[config.mk]
export PLATFORM = sky130hd
export DESIGN_NAME = link_path_control_status
export DESIGN_NICKNAME = d
export VERILOG_FILES = /design/src/include/link_ctl_pkg.sv /design/src/hw/lane_sync_check.sv /design/src/hw/link_path_control_status.sv
export SDC_FILE = /design/constraint.sdc
export NUM_CORES = 1
export LEC_CHECK = 0
export BUFFER_PORTS_ARGS = -buffer_cell sky130_fd_sc_hd__buf_2
export CORE_AREA = 8 8 404 209
export CTS_CLUSTER_DIAMETER = 100
export CTS_CLUSTER_SIZE = 20
export DETAILED_ROUTE_END_ITERATION = 6
export DIE_AREA = 0 0 412 217
export GPL_TIMING_DRIVEN = 0
export PLACE_DENSITY = 0.58
export SYNTH_ARGS = -nofsm -noshare
export SYNTH_HDL_FRONTEND = slang
export SYNTH_HIERARCHICAL = 1
export SYNTH_SLANG_ARGS = --single-unit
export TNS_END_PERCENT = 50
[constraint.sdc]
create_clock -name hclk -period 3.27 [get_ports hclk]
set_input_delay 0.327 -clock hclk [delete_from_list [all_inputs] [get_ports hclk]]
set_output_delay 0.327 -clock hclk [all_outputs]
set_load 0.02 [all_outputs]
[src/include/link_ctl_pkg.sv]
/*
 Shared constants and types for the link path control and status block:
 register map, control bit positions, code word kinds, packet beats,
 per-lane framing statistics and lane sync thresholds.
 Assumes one core clock domain and a single AHB-Lite slave.
*/
`default_nettype none

package link_ctl_pkg;

   // lane and data widths
   localparam int LANES = 20;
   localparam int ERR_W = 4;
   localparam int DATA_W = 64;
   localparam int CNT_W = 16;
   localparam int ADDR_W = 8;
   localparam int CTRL_W = 6;
   localparam int STS_W = 4;

   // register byte offsets
   localparam logic [ADDR_W-1:0] OFS_CTRL = 8'h00;
   localparam logic [ADDR_W-1:0] OFS_STATUS = 8'h04;
   localparam logic [ADDR_W-1:0] OFS_LOCK = 8'h08;
   localparam logic [ADDR_W-1:0] OFS_TX_PKTS = 8'h0C;
   localparam logic [ADDR_W-1:0] OFS_RX_PKTS = 8'h10;

   // control register fields
   localparam int CTL_TX_EN = 0;
   localparam int CTL_SEND_LF = 1;
   localparam int CTL_SEND_RF = 2;
   localparam int CTL_SEND_IDLE = 3;
   localparam int CTL_RX_EN = 4;
   localparam int CTL_RESYNC = 5;
   localparam logic [CTRL_W-1:0] CTRL_RESET = 6'h00;

   // status register fields
   localparam int STS_LFAULT = 0;
   localparam int STS_TX_ACT = 1;
   localparam int STS_RX_ACT = 2;
   localparam int STS_RX_DEC = 3;

   // bus encodings
   localparam int HTRANS_ACTIVE_BIT = 1;
   localparam logic [2:0] HSIZE_WORD = 3'h2;
   localparam logic HRESP_OKAY = 1'h0;

   // sync header values that count as good
   localparam logic [1:0] SYNC_DATA = 2'h1;
   localparam logic [1:0] SYNC_CTRL = 2'h2;

   // lane lock and statistics window
   localparam logic [6:0] LOCK_RUN = 7'h40;
   localparam logic [3:0] WIN_LAST = 4'hE;
   localparam logic [ERR_W-1:0] ERR_MAX = 4'hF;
   localparam logic [ERR_W-1:0] LOSS_ERRS = 4'h8;

   typedef enum logic [1:0]
   {
      CW_IDLE = 2'b00,
      CW_DATA = 2'b01,
      CW_LFAULT = 2'b10,
      CW_RFAULT = 2'b11
   } code_kind_t;

   typedef enum logic
   {
      LS_TX_INIT = 1'b0,
      LS_READY = 1'b1
   } link_state_t;

   typedef struct packed
   {
      logic sop;
      logic eop;
      logic err;
      logic [DATA_W-1:0] data;
   } beat_t;

   typedef struct packed
   {
      code_kind_t kind;
      beat_t beat;
   } code_word_t;

   typedef struct packed
   {
      logic valid;
      logic [ERR_W-1:0] count;
   } lane_stat_t;

endpackage : link_ctl_pkg

`default_nettype wire

[src/hw/lane_sync_check.sv]
/*
 One PCS lane: checks sync headers, keeps lane lock and reports the number
 of bad headers seen in each window as a count with a one-cycle valid.
 Assumes headers arrive from decode logic on the same clock.
*/
`timescale 1ns/10ps
`default_nettype none

module lane_sync_check
(
   input wire logic hclk, // core clock
   input wire logic hresetn, // async reset, active low
   input wire logic clear, // resync request, level
   input wire logic hdr_valid, // header present this cycle
   input wire logic [1:0] hdr, // two sync header bits
   output link_ctl_pkg::lane_stat_t stat, // window error count and valid
   output logic locked // lane has found header lock
);
   import link_ctl_pkg::*;

   logic [6:0] run_r;
   logic [3:0] hdr_cnt_r;
   logic [ERR_W-1:0] err_acc_r;
   logic [ERR_W:0] err_sum;
   logic [ERR_W-1:0] err_sat;
   lane_stat_t stat_r;
   logic locked_r;
   logic bad;
   logic win_end;

   // a header is good only when its two bits differ
   assign bad = hdr_valid && !((hdr == SYNC_DATA) || (hdr == SYNC_CTRL));
   assign err_sum = {1'b0, err_acc_r} + {{ERR_W{1'b0}}, bad};
   assign err_sat = err_sum[ERR_W] ? ERR_MAX : err_sum[ERR_W-1:0];
   assign win_end = hdr_valid && (hdr_cnt_r == WIN_LAST);

   // window accumulation; the count saturates rather than wrapping
   always_ff @(posedge hclk or negedge hresetn)
   begin
      if (!hresetn)
      begin
         hdr_cnt_r <= 4'h0;
         err_acc_r <= '0;
         stat_r <= '0;
      end
      else if (clear)
      begin
         hdr_cnt_r <= 4'h0;
         err_acc_r <= '0;
         stat_r <= '0;
      end
      else
      begin
         stat_r.valid <= win_end;
         stat_r.count <= win_end ? err_sat : stat_r.count;
         if (hdr_valid)
         begin
            hdr_cnt_r <= win_end ? 4'h0 : hdr_cnt_r + 4'h1;
            err_acc_r <= win_end ? '0 : err_sat;
         end
      end
   end

   // lock after a run of good headers, lose it on a bad window
   always_ff @(posedge hclk or negedge hresetn)
   begin
      if (!hresetn)
      begin
         run_r <= 7'h00;
         locked_r <= 1'b0;
      end
      else if (clear)
      begin
         run_r <= 7'h00;
         locked_r <= 1'b0;
      end
      else if (hdr_valid)
      begin
         run_r <= bad ? 7'h00 : ((run_r == LOCK_RUN) ? run_r : run_r + 7'h01);
         if (!bad && (run_r == LOCK_RUN - 7'h01))
            locked_r <= 1'b1;
         else if (win_end && (err_sat >= LOSS_ERRS))
            locked_r <= 1'b0;
      end
   end

   assign stat = stat_r;
   assign locked = locked_r;

endmodule : lane_sync_check

`default_nettype wire

[src/hw/link_path_control_status.sv]
/*
 Control and status for a 100G link path: transmit enable and forced code
 words, transmit init status, receive enable and resync, and per-lane
 framing error statistics. Registers are reached over AHB-Lite.
 Assumes user logic, decode logic and the bus master all run on hclk.
*/
// Our own choices: the register offsets and the AHB-Lite slave port.
// Notes on behaviour
// - transmit enable high sends user packets; low sends only idle words.
// - transmit enable falling mid-packet lets that packet finish, then stops.
// - send-local-fault makes the transmitter emit only local fault words.
// - send-remote-fault makes the transmitter emit only remote fault words.
// - send-idle makes the transmitter emit only idle words.
// - local fault status is high exactly while in the transmit init state.
// - receive enable low finishes current packet, then stops decoding input.
// - receive disabled means no statistics and an idle receive packet bus.
// - resync high resets receive path and forces realignment; low runs normally.
// - each lane drives a four-bit count of sync header errors.
// - a lane count means something only while its valid strobe is high.
// - counts may update any cycle and are increments for external counters.
`timescale 1ns/10ps
`default_nettype none

module link_path_control_status
(
   input wire logic hclk, // core clock, 10 MHz
   input wire logic hresetn, // async reset, active low
   input wire logic hsel, // slave select
   input wire logic [31:0] haddr, // byte address
   input wire logic [1:0] htrans, // transfer type
   input wire logic hwrite, // write when high
   input wire logic [2:0] hsize, // transfer size
   input wire logic [31:0] hwdata, // write data
   input wire logic hready, // bus ready
   output logic hreadyout, // slave ready
   output logic hresp, // always okay
   output logic [31:0] hrdata, // read data
   input wire logic tx_in_valid, // user beat offered
   input wire link_ctl_pkg::beat_t tx_in, // user beat
   output logic tx_in_ready, // user beat taken
   output link_ctl_pkg::code_word_t tx_out, // code word to the line
   input wire logic [link_ctl_pkg::LANES-1:0][1:0] lane_hdr, // sync headers
   input wire logic [link_ctl_pkg::LANES-1:0] lane_hdr_valid, // header strobes
   input wire logic rx_in_valid, // decoded beat present
   input wire link_ctl_pkg::beat_t rx_in, // decoded beat
   output logic rx_out_valid, // receive packet bus valid
   output link_ctl_pkg::beat_t rx_out, // receive packet bus beat
   output link_ctl_pkg::lane_stat_t [link_ctl_pkg::LANES-1:0] lane_stat, // framing stats
   output logic tx_local_fault // transmit init state, level
);
   import link_ctl_pkg::*;

   // register index decode, shared by read and write paths
   function automatic logic [2:0] reg_sel(input logic [ADDR_W-1:0] a);
      logic [2:0] s;
      s = 3'h0;
      unique case (a)
         OFS_CTRL: s = 3'h1;
         OFS_STATUS: s = 3'h2;
         OFS_LOCK: s = 3'h3;
         OFS_TX_PKTS: s = 3'h4;
         OFS_RX_PKTS: s = 3'h5;
         default: s = 3'h0;
      endcase
      return s;
   endfunction : reg_sel

   logic [CTRL_W-1:0] ctrl_r;
   logic [CTRL_W-1:0] ctrl_nxt;
   logic dp_write_r;
   logic [ADDR_W-1:0] dp_addr_r;
   logic [31:0] hrdata_r;
   logic [31:0] rd_value;
   logic [2:0] rd_sel;
   logic addr_phase;
   logic wr_ctrl;

   link_state_t state_r;
   link_state_t state_nxt;
   logic [LANES-1:0] lane_locked;
   logic all_locked;

   logic tx_act_r;
   logic rx_act_r;
   code_word_t tx_out_r;
   beat_t rx_out_r;
   logic rx_out_valid_r;
   logic [CNT_W-1:0] tx_pkts_r;
   logic [CNT_W-1:0] rx_pkts_r;

   logic tx_en;
   logic send_lf;
   logic send_rf;
   logic send_idle;
   logic rx_en;
   logic resync;
   logic forced;
   logic tx_take;
   logic decode_en;
   logic rx_take;
   logic [STS_W-1:0] status;
   code_kind_t kind_nxt;

   // control fields
   assign tx_en = ctrl_r[CTL_TX_EN];
   assign send_lf = ctrl_r[CTL_SEND_LF];
   assign send_rf = ctrl_r[CTL_SEND_RF];
   assign send_idle = ctrl_r[CTL_SEND_IDLE];
   assign rx_en = ctrl_r[CTL_RX_EN];
   assign resync = ctrl_r[CTL_RESYNC];

   // bus decode: zero wait states, so every access completes in one data phase
   assign addr_phase = hsel && htrans[HTRANS_ACTIVE_BIT] && hready;
   assign wr_ctrl = dp_write_r && (reg_sel(dp_addr_r) == 3'h1);
   assign ctrl_nxt = wr_ctrl ? hwdata[CTRL_W-1:0] : ctrl_r;
   assign rd_sel = reg_sel(haddr[ADDR_W-1:0]);
   assign hreadyout = 1'b1;
   assign hresp = HRESP_OKAY;
   assign hrdata = hrdata_r;

   // status word, all live state
   assign status[STS_LFAULT] = (state_r == LS_TX_INIT);
   assign status[STS_TX_ACT] = tx_act_r;
   assign status[STS_RX_ACT] = rx_act_r;
   assign status[STS_RX_DEC] = decode_en;

   // read mux takes ctrl_nxt so a read right behind a write sees the new value
   always_comb
   begin
      rd_value = 32'h0000_0000;
      unique case (rd_sel)
         3'h1: rd_value = {{(32-CTRL_W){1'b0}}, ctrl_nxt};
         3'h2: rd_value = {{(32-STS_W){1'b0}}, status};
         3'h3: rd_value = {{(32-LANES){1'b0}}, lane_locked};
         3'h4: rd_value = {{(32-CNT_W){1'b0}}, tx_pkts_r};
         3'h5: rd_value = {{(32-CNT_W){1'b0}}, rx_pkts_r};
         default: rd_value = 32'h0000_0000;
      endcase
   end

   // address phase capture and registered read data
   always_ff @(posedge hclk or negedge hresetn)
   begin
      if (!hresetn)
      begin
         dp_write_r <= 1'b0;
         dp_addr_r <= '0;
         hrdata_r <= 32'h0000_0000;
      end
      else
      begin
         dp_write_r <= addr_phase && hwrite && (hsize == HSIZE_WORD);
         if (addr_phase)
            dp_addr_r <= haddr[ADDR_W-1:0];
         if (addr_phase && !hwrite)
            hrdata_r <= rd_value;
      end
   end

   // control register; resync is a plain level that software sets and clears
   always_ff @(posedge hclk or negedge hresetn)
   begin
      if (!hresetn)
         ctrl_r <= CTRL_RESET;
      else
         ctrl_r <= ctrl_nxt;
   end

   // per-lane header checkers; decoding is held off while receive is disabled and no packet is open
   genvar gi;
   generate
      for (gi = 0; gi < LANES; gi++)
      begin : g_lane
         lane_sync_check u_lane
         (
            .hclk(hclk),
            .hresetn(hresetn),
            .clear(resync),
            .hdr_valid(lane_hdr_valid[gi] && decode_en),
            .hdr(lane_hdr[gi]),
            .stat(lane_stat[gi]),
            .locked(lane_locked[gi])
         );
      end
   endgenerate

   assign all_locked = &lane_locked;

   // link state: init until every lane holds lock, back to init on resync
   always_comb
   begin
      state_nxt = state_r;
      unique case (state_r)
         LS_TX_INIT:
            if (all_locked && !resync)
               state_nxt = LS_READY;
         LS_READY:
            if (!all_locked || resync)
               state_nxt = LS_TX_INIT;
      endcase
   end

   always_ff @(posedge hclk or negedge hresetn)
   begin
      if (!hresetn)
         state_r <= LS_TX_INIT;
      else
         state_r <= state_nxt;
   end

   assign tx_local_fault = (state_r == LS_TX_INIT);

   // transmit acceptance: a new packet needs enable, a started one may finish
   assign forced = send_lf || send_rf || send_idle;
   assign tx_in_ready = !forced && (tx_act_r || tx_en);
   assign tx_take = tx_in_valid && tx_in_ready;

   // forced words replace any traffic, highest priority first
   always_comb
   begin
      if (send_lf)
         kind_nxt = CW_LFAULT;
      else if (send_rf)
         kind_nxt = CW_RFAULT;
      else if (send_idle)
         kind_nxt = CW_IDLE;
      else if (tx_take)
         kind_nxt = CW_DATA;
      else
         kind_nxt = CW_IDLE;
   end

   // transmit word register and packet tracking; a forced word cuts a packet
   // short but keeps it open, so the remainder follows once forcing ends
   always_ff @(posedge hclk or negedge hresetn)
   begin
      if (!hresetn)
      begin
         tx_out_r <= '0;
         tx_act_r <= 1'b0;
         tx_pkts_r <= '0;
      end
      else
      begin
         tx_out_r.kind <= kind_nxt;
         tx_out_r.beat <= tx_take ? tx_in : '0;
         if (tx_take && tx_in.eop)
            tx_act_r <= 1'b0;
         else if (tx_take && tx_in.sop)
            tx_act_r <= 1'b1;
         if (tx_take && tx_in.eop)
            tx_pkts_r <= tx_pkts_r + {{(CNT_W-1){1'b0}}, 1'b1};
      end
   end

   assign tx_out = tx_out_r;

   // receive gating: keep decoding only while enabled or a packet is open
   assign decode_en = rx_en || rx_act_r;
   assign rx_take = rx_in_valid && decode_en && (state_r == LS_READY) && !resync;

   // receive bus register; bus stays all zero while nothing is taken
   always_ff @(posedge hclk or negedge hresetn)
   begin
      if (!hresetn)
      begin
         rx_out_r <= '0;
         rx_out_valid_r <= 1'b0;
         rx_act_r <= 1'b0;
         rx_pkts_r <= '0;
      end
      else if (resync)
      begin
         rx_out_r <= '0;
         rx_out_valid_r <= 1'b0;
         rx_act_r <= 1'b0;
      end
      else
      begin
         rx_out_valid_r <= rx_take;
         rx_out_r <= rx_take ? rx_in : '0;
         if (rx_take && rx_in.eop)
            rx_act_r <= 1'b0;
         else if (rx_take && rx_in.sop && !rx_act_r)
            rx_act_r <= 1'b1;
         if (rx_take && rx_in.eop)
            rx_pkts_r <= rx_pkts_r + {{(CNT_W-1){1'b0}}, 1'b1};
      end
   end

   assign rx_out_valid = rx_out_valid_r;
   assign rx_out = rx_out_r;

endmodule : link_path_control_status

`default_nettype wire

==> results by group <==
Outcome
  • Run status: finished clean

Global route
  • Largest net degree at the start of global routing: between 100 and 150
  • Vias in the first global route: between 20000 and 25000
  • First-pass GRT wire length: between 100000 and 150000 µm
  • Initial antenna violation count: 10
  • Total GRT Usage: 19.5%
  • Global route overflow: 0

Synth
  • Async S/R FF share, synth: 100%
  • Mapped Cells: 3055
  • Syn avg cell area: 10.2 µm²
  • Netlist cell types: 65
  • Seq/Total Area, Yosys: 50.5%
  • Mapped Area: 0.0311 mm²
  • Yosys reg bits: 627
  • Post-synth EDFFs: 0
  • Ys Warns: 6
  • Synth Flop Type: dfrtp_1

Placed design
  • Placer Congestion: 0.847
  • Dpl hpwl: about 67000 µm
  • I/O Buffers: 475

Final layout
  • Layout cell share with drive strength beyond 1: 20.6%
  • Area Overhead vs Synth: 20.7%
  • Fin nets: between 4000 and 5000

Detailed routing
  • Routed wl met2: 36000 µm
  • Antenna Nets Post-Route: 0
  • Vias per Instance: between 5 and 6
  • First DRT Iteration DRCs: 1956
  • Wirelength per Cell: 18.8 µm
  • Via count: 25000
  • Top Metal Used: met5
  • Met3 WL: about 5000 µm
  • M1 WL: about 47000 µm
  • Final WL: roughly 90000 µm
  • Post-route DRC: 0
  • DR pass1 iterations: 7

Power and ir drop
  • Power Dens Cells: 381 mW/mm²
  • Net switching power figure: 3.77 mW
  • Worst vdd ir: 0.370 mV
  • P_leak: 17.2 nW
  • Internal Power: 10.5 mW
  • Clock share of power: 33.8%
  • Post-layout power: between 10 and 15 mW
  • Sequential power share: 56.2%
  • Sw Ratio: 26.4%
  • Logic gate share of total power: 10.0%

Die
  • Die area: 0.0894 mm²
  • Row count: 73
  • Die X: ~410 µm
  • I/O pins: 543
  • Die Y: 217 µm
  • Floorplan core area: around 0.079 mm²
  • Starting Density: 39.5%

Timing
  • Worst Tran Pin Value: 0.929 ns
  • Max Transition Viols Final: 0
  • Setup violators final: 0
  • Unrepaired setup endpoints after global routing: false
  • Tightest hold margin: ~0.048 ns
  • Clk_skew: 0.0523 ns
  • Tcrit/Tclk final: between 90% and 100%
  • Max Freq: 327 MHz
  • Tmin final: 3.06 ns
  • Final hold vios: 0
  • Relative slew slack: 37.8%

Setup path
  • CP Data Arrival Time: 3.59 ns
  • Buffer and inverter count on the worst path: 3
  • Worst EP required: roughly 3.8 ns
  • Crit path kind: flip-flop to flip-flop
  • Crit path max-delay family: simple AND/OR/NAND/NOR gates
  • Worst-path cell chain: or2_2, clkbuf_4, and2_1, buf_2, inv_1, nor2_1, ha_1, ha_1, nand2b_1, o211ai_1, a32o_1
  • Max incr delay on CP: 0.46 ns
  • Most frequent CP cell: ha_1
  • Worst Path Max Fanout: 10
  • Setup crit start kind: flip-flop
  • CP max stage cell: dfrtp_1
  • Crit path capture type: flip-flop

Clock network
  • CTS tree: done
  • Clock root cell: clkbuf_16
  • Clock sinks: 627
  • H-tree depth: 2
  • TritonCTS buffer count: 37
  • Clk slew on worst S/H paths: 0.08 ns
  • Worst skew pair latency: 0.63 ns
  • Max Buffers Root-to-Sink: 3

Run
  • # Max-Cap Violations: 0

Hold path
  • Min-delay worst type: input port to flip-flop
## registers in the layout (all words and copies together), names as in the netlist, 8 cells and up
name	flops
g_lane.u_lane/stat	100
dp_addr_r	8
tx_pkts_r	16
tx_out	69
g_lane.u_lane/run_r	140
hrdata	20
g_lane.u_lane/err_acc_r	80
g_lane.u_lane/hdr_cnt_r	80
rx_pkts_r	16
g_lane.u_lane/locked	20
rx_out	67
## cell usage in the layout, fill, tap and decap left out, types with 20 or more instances in the layout
cell type,instances
nor2b_1,83
a31oi_1,41
and2_1,172
or2_2,22
mux2i_1,40
xor2_1,66
nand3_1,65
and4_1,24
a21oi_1,185
nor3_1,28
a211oi_1,60
nor4_1,23
nor2_1,132
or4_4,20
ha_1,122
clkbuf_1,44
a211o_1,20
clkbuf_16,37
buf_4,55
inv_1,71
nand2b_1,24
o211ai_1,42
nand2_1,301
dfrtp_1,626
buf_6,20
nand4_1,57
buf_2,482
o2111ai_1,22
dlygate4sd3_1,145
or3_1,81
o21ai_1,96
o21bai_1,20
o31ai_1,23
o21ai_0,217
xnor2_1,24
a31o_2,22
## Yosys cell counts, types with 23 or more instances
cell type  number  area share (%)
o21ai_1        96             1.5
nor2b_1        83             1.7
or3_1          81             1.6
nand3_1        65             1.0
and4_1         24            0.68
o21ai_0       217             3.5
nand4_1        57             1.1
nor3_1         29            0.47
dfrtp_1       627              51
a21oi_1       185             3.0
o31ai_1        23            0.56
and2_1        172             3.5
nand2_1       301             3.6
nor2_1        132             1.6
nor4_1         23            0.46
a31oi_1        41            0.83
mux2i_1        40             1.3
a211oi_1       60             1.5
buf_4          54             1.3
o211ai_1       42             1.0
ha_1          122             4.9
xnor2_1        24            0.68
clkbuf_1       45            0.54
xor2_1         66             1.9
inv_1          71            0.86
nand2b_1       24            0.48
## path summary, 6_finish.rpt
check / start / endpoint / slack [ns] / depth (start not counted)
worst min register to register: hrdata[18]$_DFFE_PN0P_ / hrdata[18]$_DFFE_PN0P_ / 0.47 / 2
worst max register to register: ctrl_r[4]$_DFF_PN0_ / g_lane[0].u_lane/locked$_DFFE_PN0P_ / 0.21 / 11
worst max-delay path: ctrl_r[4]$_DFF_PN0_ / g_lane[0].u_lane/locked$_DFFE_PN0P_ / 0.21 / 11
max in group asynchronous: hresetn / g_lane[6].u_lane/err_acc_r[0]$_DFFE_PN0P_ / 1.22 / 5
worst min-delay path: tx_in[65] / tx_out[65]$_DFF_PN0_ / 0.05 / 3
min in group asynchronous: hresetn / g_lane[17].u_lane/stat[0]$_DFFE_PN0P_ / 0.18 / 2
## what timing repair did
item,CTS,global route
hold endpoints to repair,364,0
endpoints found under the setup margin,103,40
resized for setup,2,3
buffers inserted,0,1
pin swaps,0,1
hold buffers,145,0
## cell families after synthesis
| group | Yosys count | share of synthesized area [%] |
|---|---|---|
| and+or+nand+nor | 1081 | 19.0 |
| AOI/OAI and AO/OA | 864 | 17.5 |
| DFF | 627 | 50.5 |
| buffers and inverters | 216 | 3.77 |
| adders and majority gates | 122 | 4.91 |
| xor gates and xnor gates | 90 | 2.54 |
| muxes | 53 | 1.76 |
| other | 2 | 0.0242 |
## metrics by stage
step | cells | TNS, ns | instance area (µm²) | worst slack (ns) | util [%]
floorplan | 3067 | 0 | 31100 | 0.903 | -
global placement | 4592 | -7514.97 | 34800 | -12.04 | 44.3
detailed placement | 4599 | -5.35 | 35000 | -0.328 | 44.6
CTS | 4786 | 0 | 37500 | 0.0266 | 47.7
global route | 4790 | 0 | 37500 | 0.0586 | 47.7
finish | 4792 | 0 | 37500 | 0.214 | 47.7
## worst reg2reg max path, stage by stage, from the launching register on
cell and delay [ns]:
dfrtp_1 0.46, or2_2 0.37, clkbuf_4 0.31, and2_1 0.31, buf_2 0.21, inv_1 0.12
nor2_1 0.06, ha_1 0.24, ha_1 0.26, nand2b_1 0.18, o211ai_1 0.28, a32o_1 0.20
## power by group through the flow
| stage | combinational (mW) | clock [mW] | sequential (mW) |
|---|---|---|---|
| 3_5_place_dp | 1.28 | 0 | 8.19 |
| 6_report | 1.42 | 4.84 | 8.04 |
| 2_1_floorplan | 0.724 | 0 | 8.14 |
| 3_3_place_gp | 1.23 | 0 | 8.20 |
| 5_1_grt | 1.60 | 5.33 | 8.06 |
| 4_1_cts | 1.44 | 5.06 | 8.03 |
## layout make-up
class / instances / area (µm²)
inverters: 90 / 338
fillers: 7352 / 41100
repair buffers: 628 / 4030
diodes: 5 / 12.5
multi-input cells: 2224 / 14300
clock inverters: 4 / 82.6
well taps: 1050 / 1310
clock buffers: 38 / 930
flip-flops and latches: 627 / 15700
plain buffers: 126 / 840
## layer usage
| metal | track usage (%) | vias to the layer above |
|---|---|---|
| li1 | - | 12300 |
| met1 | 31.4 | 12100 |
| met2 | 26.7 | 567 |
| met3 | 3.72 | 104 |
| met4 | 4.05 | 2 |
| met5 | 0 | - |
Note: power is estimated with default switching activity, not from simulation.
